`config.mk`:
```
export PLATFORM = sky130hd
export DESIGN_NAME = bpss_sequencer
export DESIGN_NICKNAME = d
export VERILOG_FILES = /design/src/rtl/bpss_pkg.sv /design/src/rtl/bpss_sequencer.sv
export SDC_FILE = /design/constraint.sdc
export NUM_CORES = 1
export LEC_CHECK = 0
export BUFFER_PORTS_ARGS = -buffer_cell sky130_fd_sc_hd__buf_2
export CORE_MARGIN = 2
export CORE_UTILIZATION = 38
export DETAILED_ROUTE_END_ITERATION = 10
export PLACE_DENSITY_LB_ADDON = 0.05
export SLEW_MARGIN = 40
export SYNTH_ARGS = -nofsm -noshare
export SYNTH_HDL_FRONTEND = slang
export SYNTH_SLANG_ARGS = --single-unit
```
`constraint.sdc`:
```
create_clock -name pclk -period 1.8 [get_ports pclk]
set_clock_uncertainty 0.2 [all_clocks]
set_input_delay 0.27 -clock pclk [delete_from_list [all_inputs] [get_ports pclk]]
set_output_delay 0.27 -clock pclk [all_outputs]
set_load 0.005 [all_outputs]
```
`src/rtl/bpss_pkg.sv`:
```
package bpss_pkg;

	// register byte offsets
	localparam logic [11:0] BPSS_CTRL_OFS    = 12'h000;
	localparam logic [11:0] BPSS_STATUS_OFS  = 12'h004;
	localparam logic [11:0] BPSS_PINS_OFS    = 12'h008;

	// control register fields
	localparam int          BPSS_CTRL_SET_BIT  = 0;
	localparam int          BPSS_CTRL_STEP_BIT = 1;
	localparam logic [31:0] BPSS_CTRL_RESET    = 32'h0000_0000;

	// status register fields
	localparam int          BPSS_ST_PHASE_LSB   = 0;
	localparam int          BPSS_ST_HALF_BIT    = 4;
	localparam int          BPSS_ST_SET_BIT     = 5;
	localparam int          BPSS_ST_HOME_BIT    = 6;
	localparam int          BPSS_ST_STANDBY_BIT = 7;

	// pin readback fields
	localparam int          BPSS_PIN_HS_LSB = 0;
	localparam int          BPSS_PIN_LS_LSB = 4;

	// output index order inside the switch vectors
	localparam int          BPSS_A_POS = 0;
	localparam int          BPSS_A_NEG = 1;
	localparam int          BPSS_B_POS = 2;
	localparam int          BPSS_B_NEG = 3;

	localparam logic [3:0]  BPSS_SW_OFF = 4'h0;

	// phase positions, gray coded along the forward path
	typedef enum logic [2:0] {
		BPSS_PH_A = 3'h0,
		BPSS_PH_B = 3'h1,
		BPSS_PH_C = 3'h3,
		BPSS_PH_D = 3'h2,
		BPSS_PH_E = 3'h6,
		BPSS_PH_F = 3'h7,
		BPSS_PH_G = 3'h5,
		BPSS_PH_H = 3'h4
	} bpss_phase_t;

	// drive of one coil
	typedef enum logic [1:0] {
		BPSS_COIL_OFF = 2'h0,
		BPSS_COIL_POS = 2'h1,
		BPSS_COIL_NEG = 2'h2
	} bpss_coil_t;

endpackage

```
`src/rtl/bpss_sequencer.sv`:
```
`timescale 1ns/1ps
module bpss_sequencer (
	input  wire logic        pclk,
	input  wire logic        presetn,
	input  wire logic        psel,
	input  wire logic        penable,
	input  wire logic        pwrite,
	input  wire logic [11:0] paddr,
	input  wire logic [31:0] pwdata,
	output logic      [31:0] prdata,
	output logic             pready,
	output logic             pslverr,
	input  wire logic        step_clock,
	input  wire logic        direction_select,
	input  wire logic        step_size_select,
	input  wire logic        idle_coil_impedance_select,
	input  wire logic        bias_open,
	input  wire logic        bias_standby,
	output logic      [3:0]  high_side_switch,
	output logic      [3:0]  low_side_switch,
	output logic             home_phase_flag,
	output logic             home_phase_flag_oe,
	output logic             coil_current_reduced
);
	import bpss_pkg::*;

	////////////////////////////////////////////////////////////////////////////
	// helpers

	function automatic logic [2:0] phase_to_idx(input bpss_phase_t ph);
		logic [2:0] idx;
		idx = 3'h0;
		case (ph)
			BPSS_PH_A: idx = 3'h0;
			BPSS_PH_B: idx = 3'h1;
			BPSS_PH_C: idx = 3'h2;
			BPSS_PH_D: idx = 3'h3;
			BPSS_PH_E: idx = 3'h4;
			BPSS_PH_F: idx = 3'h5;
			BPSS_PH_G: idx = 3'h6;
			BPSS_PH_H: idx = 3'h7;
			default:   idx = 3'h0;
		endcase
		return idx;
	endfunction

	function automatic bpss_phase_t idx_to_phase(input logic [2:0] idx);
		bpss_phase_t ph;
		ph = BPSS_PH_A;
		case (idx)
			3'h0:    ph = BPSS_PH_A;
			3'h1:    ph = BPSS_PH_B;
			3'h2:    ph = BPSS_PH_C;
			3'h3:    ph = BPSS_PH_D;
			3'h4:    ph = BPSS_PH_E;
			3'h5:    ph = BPSS_PH_F;
			3'h6:    ph = BPSS_PH_G;
			3'h7:    ph = BPSS_PH_H;
			default: ph = BPSS_PH_A;
		endcase
		return ph;
	endfunction

	// quadrature pattern, coil a then coil b
	function automatic logic [3:0] phase_coils(input bpss_phase_t ph);
		logic [3:0] c;
		c = {BPSS_COIL_POS, BPSS_COIL_POS};
		case (ph)
			BPSS_PH_A: c = {BPSS_COIL_POS, BPSS_COIL_POS};
			BPSS_PH_B: c = {BPSS_COIL_OFF, BPSS_COIL_POS};
			BPSS_PH_C: c = {BPSS_COIL_NEG, BPSS_COIL_POS};
			BPSS_PH_D: c = {BPSS_COIL_NEG, BPSS_COIL_OFF};
			BPSS_PH_E: c = {BPSS_COIL_NEG, BPSS_COIL_NEG};
			BPSS_PH_F: c = {BPSS_COIL_OFF, BPSS_COIL_NEG};
			BPSS_PH_G: c = {BPSS_COIL_POS, BPSS_COIL_NEG};
			BPSS_PH_H: c = {BPSS_COIL_POS, BPSS_COIL_OFF};
			default:   c = {BPSS_COIL_POS, BPSS_COIL_POS};
		endcase
		return c;
	endfunction

	// switches of one coil as {neg_hs, pos_hs, neg_ls, pos_ls}
	function automatic logic [3:0] coil_switches(input bpss_coil_t c, input logic low_z);
		logic [3:0] s;
		s = 4'h0;
		case (c)
			BPSS_COIL_POS: s = 4'h6;
			BPSS_COIL_NEG: s = 4'h9;
			BPSS_COIL_OFF: s = low_z ? 4'hc : 4'h0;
			default:       s = 4'h0;
		endcase
		return s;
	endfunction

	// next phase index; full steps always land on an even, two-coil index
	function automatic logic [2:0] next_index(
		input logic [2:0] idx,
		input logic       backward,
		input logic       half
	);
		logic [2:0] n;
		n = idx;
		if (half) begin
			n = backward ? idx - 3'h1 : idx + 3'h1;
		end else if (backward) begin
			// from an odd half phase, fall back to the nearest two-coil phase
			n = idx[0] ? idx - 3'h1 : idx - 3'h2;
		end else begin
			n = {idx[2:1] + 2'h1, 1'b0};
		end
		return n;
	endfunction

	// register select, one-hot as {pins, status, ctrl}
	function automatic logic [2:0] reg_select(input logic [11:0] a);
		logic [2:0] sel;
		sel = 3'h0;
		case (a)
			BPSS_CTRL_OFS:   sel = 3'h1;
			BPSS_STATUS_OFS: sel = 3'h2;
			BPSS_PINS_OFS:   sel = 3'h4;
			default:         sel = 3'h0;
		endcase
		return sel;
	endfunction

	////////////////////////////////////////////////////////////////////////////
	// apb slave

	logic [1:0]  ctrl;
	logic [1:0]  next_ctrl;
	logic [31:0] next_prdata;
	logic        next_pready;
	logic        next_pslverr;
	logic        sw_step;
	logic        setup;
	logic        access;
	logic [2:0]  reg_sel;
	logic        mapped;
	logic [31:0] ctrl_word;
	logic [31:0] status_word;
	logic [31:0] pins_word;
	bpss_phase_t phase;
	logic        set_active;

	assign setup  = psel & ~penable;
	assign access = psel & penable & pready;
	assign reg_sel = reg_select(paddr);
	assign mapped  = |reg_sel;

	always_comb begin
		ctrl_word = 32'h0;
		ctrl_word[BPSS_CTRL_SET_BIT] = ctrl[BPSS_CTRL_SET_BIT];
		status_word = 32'h0;
		status_word[BPSS_ST_PHASE_LSB +: 3] = phase_to_idx(phase);
		status_word[BPSS_ST_HALF_BIT]       = step_size_select;
		status_word[BPSS_ST_SET_BIT]        = set_active;
		status_word[BPSS_ST_HOME_BIT]       = home_phase_flag_oe;
		status_word[BPSS_ST_STANDBY_BIT]    = coil_current_reduced;
		pins_word = 32'h0;
		pins_word[BPSS_PIN_HS_LSB +: 4] = high_side_switch;
		pins_word[BPSS_PIN_LS_LSB +: 4] = low_side_switch;
	end

	// read data is fetched in the setup cycle, so every access is wait-free
	always_comb begin
		next_prdata  = prdata;
		next_pready  = setup;
		next_pslverr = 1'b0;
		if (setup) begin
			next_pslverr = ~mapped;
			next_prdata  = 32'h0;
			if (!pwrite) begin
				case (reg_sel)
					3'h1:    next_prdata = ctrl_word;
					3'h2:    next_prdata = status_word;
					3'h4:    next_prdata = pins_word;
					default: next_prdata = 32'h0;
				endcase
			end
		end
	end

	// the step bit is a one-cycle strobe and ctrl_word leaves it out, so it always reads back as zero
	always_comb begin
		next_ctrl = ctrl;
		next_ctrl[BPSS_CTRL_STEP_BIT] = 1'b0;
		if (access && pwrite && reg_sel[0]) begin
			next_ctrl[BPSS_CTRL_SET_BIT]  = pwdata[BPSS_CTRL_SET_BIT];
			next_ctrl[BPSS_CTRL_STEP_BIT] = pwdata[BPSS_CTRL_STEP_BIT];
		end
		sw_step = ctrl[BPSS_CTRL_STEP_BIT];
	end

	always_ff @(posedge pclk or negedge presetn) begin
		if (!presetn) begin
			ctrl <= BPSS_CTRL_RESET[1:0];
		end else begin
			ctrl <= next_ctrl;
		end
	end

	always_ff @(posedge pclk or negedge presetn) begin
		if (!presetn) begin
			prdata  <= 32'h0;
			pready  <= 1'b0;
			pslverr <= 1'b0;
		end else begin
			prdata  <= next_prdata;
			pready  <= next_pready;
			pslverr <= next_pslverr;
		end
	end

	////////////////////////////////////////////////////////////////////////////
	// step edge detection

	logic        step_clock_prev;
	logic        next_step_clock_prev;
	logic        step_edge;

	// a pin level or the software set bit both act as an open bias input
	assign set_active = bias_open | ctrl[BPSS_CTRL_SET_BIT];

	always_comb begin
		next_step_clock_prev = step_clock;
		// pin taken as synchronous, so one flop is enough for the edge
		step_edge = (step_clock & ~step_clock_prev) | sw_step;
	end

	// idle level of the pin is low, so no false edge follows reset
	always_ff @(posedge pclk or negedge presetn) begin
		if (!presetn) begin
			step_clock_prev <= 1'b0;
		end else begin
			step_clock_prev <= next_step_clock_prev;
		end
	end

	////////////////////////////////////////////////////////////////////////////
	// phase sequencer

	logic [2:0]  cur_idx;
	logic [2:0]  step_idx;
	bpss_phase_t next_phase;

	assign cur_idx = phase_to_idx(phase);

	always_comb begin
		step_idx   = next_index(cur_idx, direction_select, step_size_select);
		next_phase = phase;
		if (set_active) begin
			next_phase = BPSS_PH_A;
		end else if (step_edge) begin
			// direction and step size are taken with the step edge
			next_phase = idx_to_phase(step_idx);
		end
	end

	always_ff @(posedge pclk or negedge presetn) begin
		if (!presetn) begin
			phase <= BPSS_PH_A;
		end else begin
			phase <= next_phase;
		end
	end

	////////////////////////////////////////////////////////////////////////////
	// output decode

	logic [3:0]  coils;
	logic        low_z;
	logic [1:0]  coil_hs [2];
	logic [1:0]  coil_ls [2];
	logic [3:0]  next_hs;
	logic [3:0]  next_ls;

	always_comb begin
		coils = phase_coils(next_phase);
		// impedance select only matters for single-coil phases of half stepping
		low_z = idle_coil_impedance_select & step_size_select;
	end

	// coil a is the upper pair of the pattern and owns outputs 0 and 1
	for (genvar k = 0; k < 2; k++) begin : g_coil
		logic [3:0] sw;
		assign sw         = coil_switches(bpss_coil_t'(coils[3 - 2 * k -: 2]), low_z);
		assign coil_hs[k] = sw[3:2];
		assign coil_ls[k] = sw[1:0];
	end

	always_comb begin
		next_hs = {coil_hs[1], coil_hs[0]};
		next_ls = {coil_ls[1], coil_ls[0]};
		if (set_active) begin
			next_hs = BPSS_SW_OFF;
			next_ls = BPSS_SW_OFF;
		end
	end

	// bias return drives phase A at once since outputs follow next_phase
	always_ff @(posedge pclk or negedge presetn) begin
		if (!presetn) begin
			high_side_switch <= BPSS_SW_OFF;
			low_side_switch  <= BPSS_SW_OFF;
		end else begin
			high_side_switch <= next_hs;
			low_side_switch  <= next_ls;
		end
	end

	////////////////////////////////////////////////////////////////////////////
	// home flag and standby level

	logic        next_home_oe;
	logic        next_reduced;

	always_comb begin
		next_home_oe = (next_phase == BPSS_PH_A);
		// standby is only a current level, never a sequencer reset
		next_reduced = bias_standby;
	end

	// open-collector pin: the data stays low and only the enable moves
	always_ff @(posedge pclk or negedge presetn) begin
		if (!presetn) begin
			home_phase_flag      <= 1'b0;
			home_phase_flag_oe   <= 1'b1;
			coil_current_reduced <= 1'b0;
		end else begin
			home_phase_flag      <= 1'b0;
			home_phase_flag_oe   <= next_home_oe;
			coil_current_reduced <= next_reduced;
		end
	end

endmodule // bpss_sequencer

```
==> flow_summary.toml <==
[status]
status = "finished, violations left"
violations = "setup timing"

[floorplan]
fp.dieW_um = 67.25
dieArea_um2 = 4523
fp-row-count = 22
core_area_um2 = 3744
initial_utilization = 0.4061
die_h_um = 67.25
io_pins = 100

[routing]
post_drt_wl_per_cell_um = 12.07
drtIter0Drc = 45
vias = 1249
viasPerCell = 4.592
drc_errors = 0
antenna_left = 0
dr.pass1.iters = 4
drt_wl_total_um = 3282

[grt]
grt_pass1_vias = 1202
grt_usage = 0.1577
antenna_found_initial = 0
grt_max_degree = 27
grt_util_met3 = 0.01667
top_usage_layer = "met2"
gr-usage-met1 = 0.1895
grt.met2_usage = 0.2908
grt_pass1_wl_um = 5361
grt_overflow_total = 0

[yosys]
synth_area_leader_cell = "dfrtp_1"
syn_area_um2 = 1520
synthArstFlopShare = 1.000
synth_top_area_share = 0.4115
synth-warning-count = 0
post_synth_main_area_contributors = "dfrtp_1 41%, buf_4 13%, nand2_1 3.2%"
synth_cell_types = 47
yosysSeqAreaShare = 0.4288
synth_area_per_cell_um2 = 10.20
synth-main-ff-cell = "dfrtp_1"
synth_cells = 149
synth_edf_count = 0
synth-seq-cells = 26

[cells_and_area]
syn2layout_area_growth_pct = 33.66
drive_gt1_frac = 0.4554
final_cell_count_no_fill = 272
design_area_um2 = 2032
antennaDiodeCount = 0
fillers = 372
finish.net_count = 280

[clock_tree]
cts_inserted_buffers = 3
insertion_delay_ns = 0.27
clock_path_buffers = 2
root_buffer = "clkbuf_8"
path_clk_slew_ns = 0.09
cts_tree = "built"
cts_sinks = 26
cts_htree_levels = 1

[placed_design]
io_buffers = 44
dp_hpwl_um = 2599
globalplace.congestion = 0.8079
place_inst = 260
post_dp_cell_area_um2 = 1862

[timing]
timing.slew.headroom = 0.6163
maxSlewViolCount = 0
rsz0062_at_grt = "yes"
tightest_slew_ns = 0.5755
fin_ws_ns = -0.04494
period_share = 1.025
finalSetupViolCount = 1
min_period_ns = 1.845
final_hold_viol_count = 0
fmax_mhz = 542.0

[pwr]
seq_power_share = 0.452
p_int_mw = 1.065
p_comb_frac = 0.206
irDropWorstVdd_mv = 0.3466
power_frac_clock = 0.342
cellPowerDensity_nw_per_um2 = 698.5
fin_total_pwr_mw = 1.419
switching_share = 0.2495
p_leak_nw = 1.016
p_sw_mw = 0.3542

[setup_path]
path_cells = "xor2_2, o211ai_2, a31oi_2, and3_4, a2111oi_4"
cpPeakStageDelay_ns = 0.48
reg2reg_slack_ns = -0.04
cp_max_fo = 7
worstSetupEndpointType = "register"
cp.arrival_ns = 1.81
critical-path-slowest-cell = "dfrtp_2"
cp.required_ns = 1.77
start_kind = "register"
criticalPathCategory = "register to register"
reg2reg_to = "high_side_switch[0]$_DFF_PN0_"
r2r_start = "phase[1]$_DFF_PN0_"
rr_worst_depth = 5

[worst_hold_path]
holdPathEnd = "ctrl[0]$_DFFE_PN0P_"
holdCritPathClass = "primary input to register"
min_path_cells = 2
hp-start = "pwdata[0]"

[flow_run]
drv_cap = 0
## how the worst max path moves through the flow
| stage | slack [ns] | start | endpoint | depth (start not counted) |
|---|---|---|---|---|
| 2_1_floorplan | -0.009 | phase[2]$_DFF_PN0_ | high_side_switch[0]$_DFF_PN0_ | 6 |
| 3_3_place_gp | -0.16 | phase[2]$_DFF_PN0_ | high_side_switch[0]$_DFF_PN0_ | 6 |
| 3_5_place_dp | -0.18 | phase[2]$_DFF_PN0_ | high_side_switch[0]$_DFF_PN0_ | 6 |
| 4_1_cts | -0.03 | phase[1]$_DFF_PN0_ | high_side_switch[0]$_DFF_PN0_ | 5 |
| 5_1_grt | -0.11 | phase[1]$_DFF_PN0_ | high_side_switch[0]$_DFF_PN0_ | 5 |
| 6_report | -0.04 | phase[1]$_DFF_PN0_ | high_side_switch[0]$_DFF_PN0_ | 5 |
## layer usage
layer	part of all wire	wire, um	vias to the layer above
met3	0.037	122	4
met5	0	0	-
met4	0.012	38	0
met2	0.53	1754	32
li1	-	-	624
met1	0.42	1367	589
## stage by stage
stage	hold slack, ns	utilization	worst slack (ns)	setup TNS (ns)
6_report	0.008068	0.5428	-0.04494	-0.04494
4_1_cts	0.01205	0.5398	-0.02969	-0.02969
3_3_place_gp	0.09836	0.4973	-0.1563	-0.3380
3_5_place_dp	0.1068	0.4973	-0.1800	-0.6945
2_1_floorplan	-0.2256	-	-0.008860	-0.008860
5_1_grt	0.01411	0.5428	-0.1094	-0.4577
## sequential cells by signal (all words and copies together), names as in the netlist
| name | count |
|---|---|
| prdata | 8 |
| high_side_switch | 4 |
| low_side_switch | 4 |
| phase | 3 |
| ctrl | 2 |
| coil_current_reduced | 1 |
| home_phase_flag_oe | 1 |
| pready | 1 |
| pslverr | 1 |
| step_clock_prev | 1 |
## power by group through the flow
stage	Clock [mW]	Combinational, mW	Sequential [mW]
after global routing	0.532	0.325	0.644
after global placement	0	0.261	0.650
after CTS	0.494	0.288	0.641
final	0.486	0.292	0.641
after floorplan	0	0.186	0.641
after detailed placement	0	0.264	0.652
## final cells by class
cell class	instances	area, um^2	area share
clock buffers	3	41.29	0.02032
clock inverters	1	30.03	0.01478
well taps	48	60.06	0.02956
multi-input cells	113	747.0	0.3676
inverters	3	11.26	0.005542
repair buffers	78	486.7	0.2395
flip-flops and latches	26	655.6	0.3227
## synth_stat cells (2+ instances only)
cell type and instances:
o22ai_1 2, a211oi_1 2, nand3b_1 5, nand2b_1 3, o21ai_1 8, clkbuf_1 2, buf_6 2, and2_1 2
a21oi_1 3, dfrtp_1 25, buf_4 27, nor3_1 2, nor2_1 9, a31oi_1 2, nand2_1 13, nor3b_2 2
inv_1 2, o21ai_0 2, nor4_1 2, a22oi_1 6, nand3_1 2
## layout by cell type (no fill, tap or decap), drive strengths merged, types with 3 or more instances in the layout
cell type / count
buf: 75
conb: 25
dfrtp: 25
nand2: 13
o21ai: 11
nor2: 9
a22oi: 6
nand3b: 5
nand2b: 3
clkbuf: 3
dlygate4sd3: 3
inv: 3
a211oi: 3
a21oi: 3
## cells by family after synthesis
kind of cell    after synthesis  share of synthesized area
mux                           3                    0.02387
buf+inv                      34                     0.1605
flops                        26                     0.4288
compound gates               37                     0.1959
other cells                   1                   0.002467
xor+xnor                      3                    0.02717
simple gates                 45                     0.1613
## what timing repair did
| item | in CTS | in global routing |
|---|---|---|
| endpoints found under the setup margin | 8 | 9 |
| hold endpoints to repair | 27 | 0 |
| pin swaps | 9 | 3 |
| buffers inserted | 5 | 1 |
| hold buffers | 3 | 0 |
| resized for setup | 8 | 2 |
## worst max-delay path: cells and delay by family (launching register included)
family | cells | cell delay [ns]
AO/OA/AOI/OAI | 3 | 0.66
flip-flops | 1 | 0.48
AND/OR/NAND/NOR | 1 | 0.18
XOR/XNOR | 1 | 0.20
No activity file was read; power rests on OpenSTA's default activity.
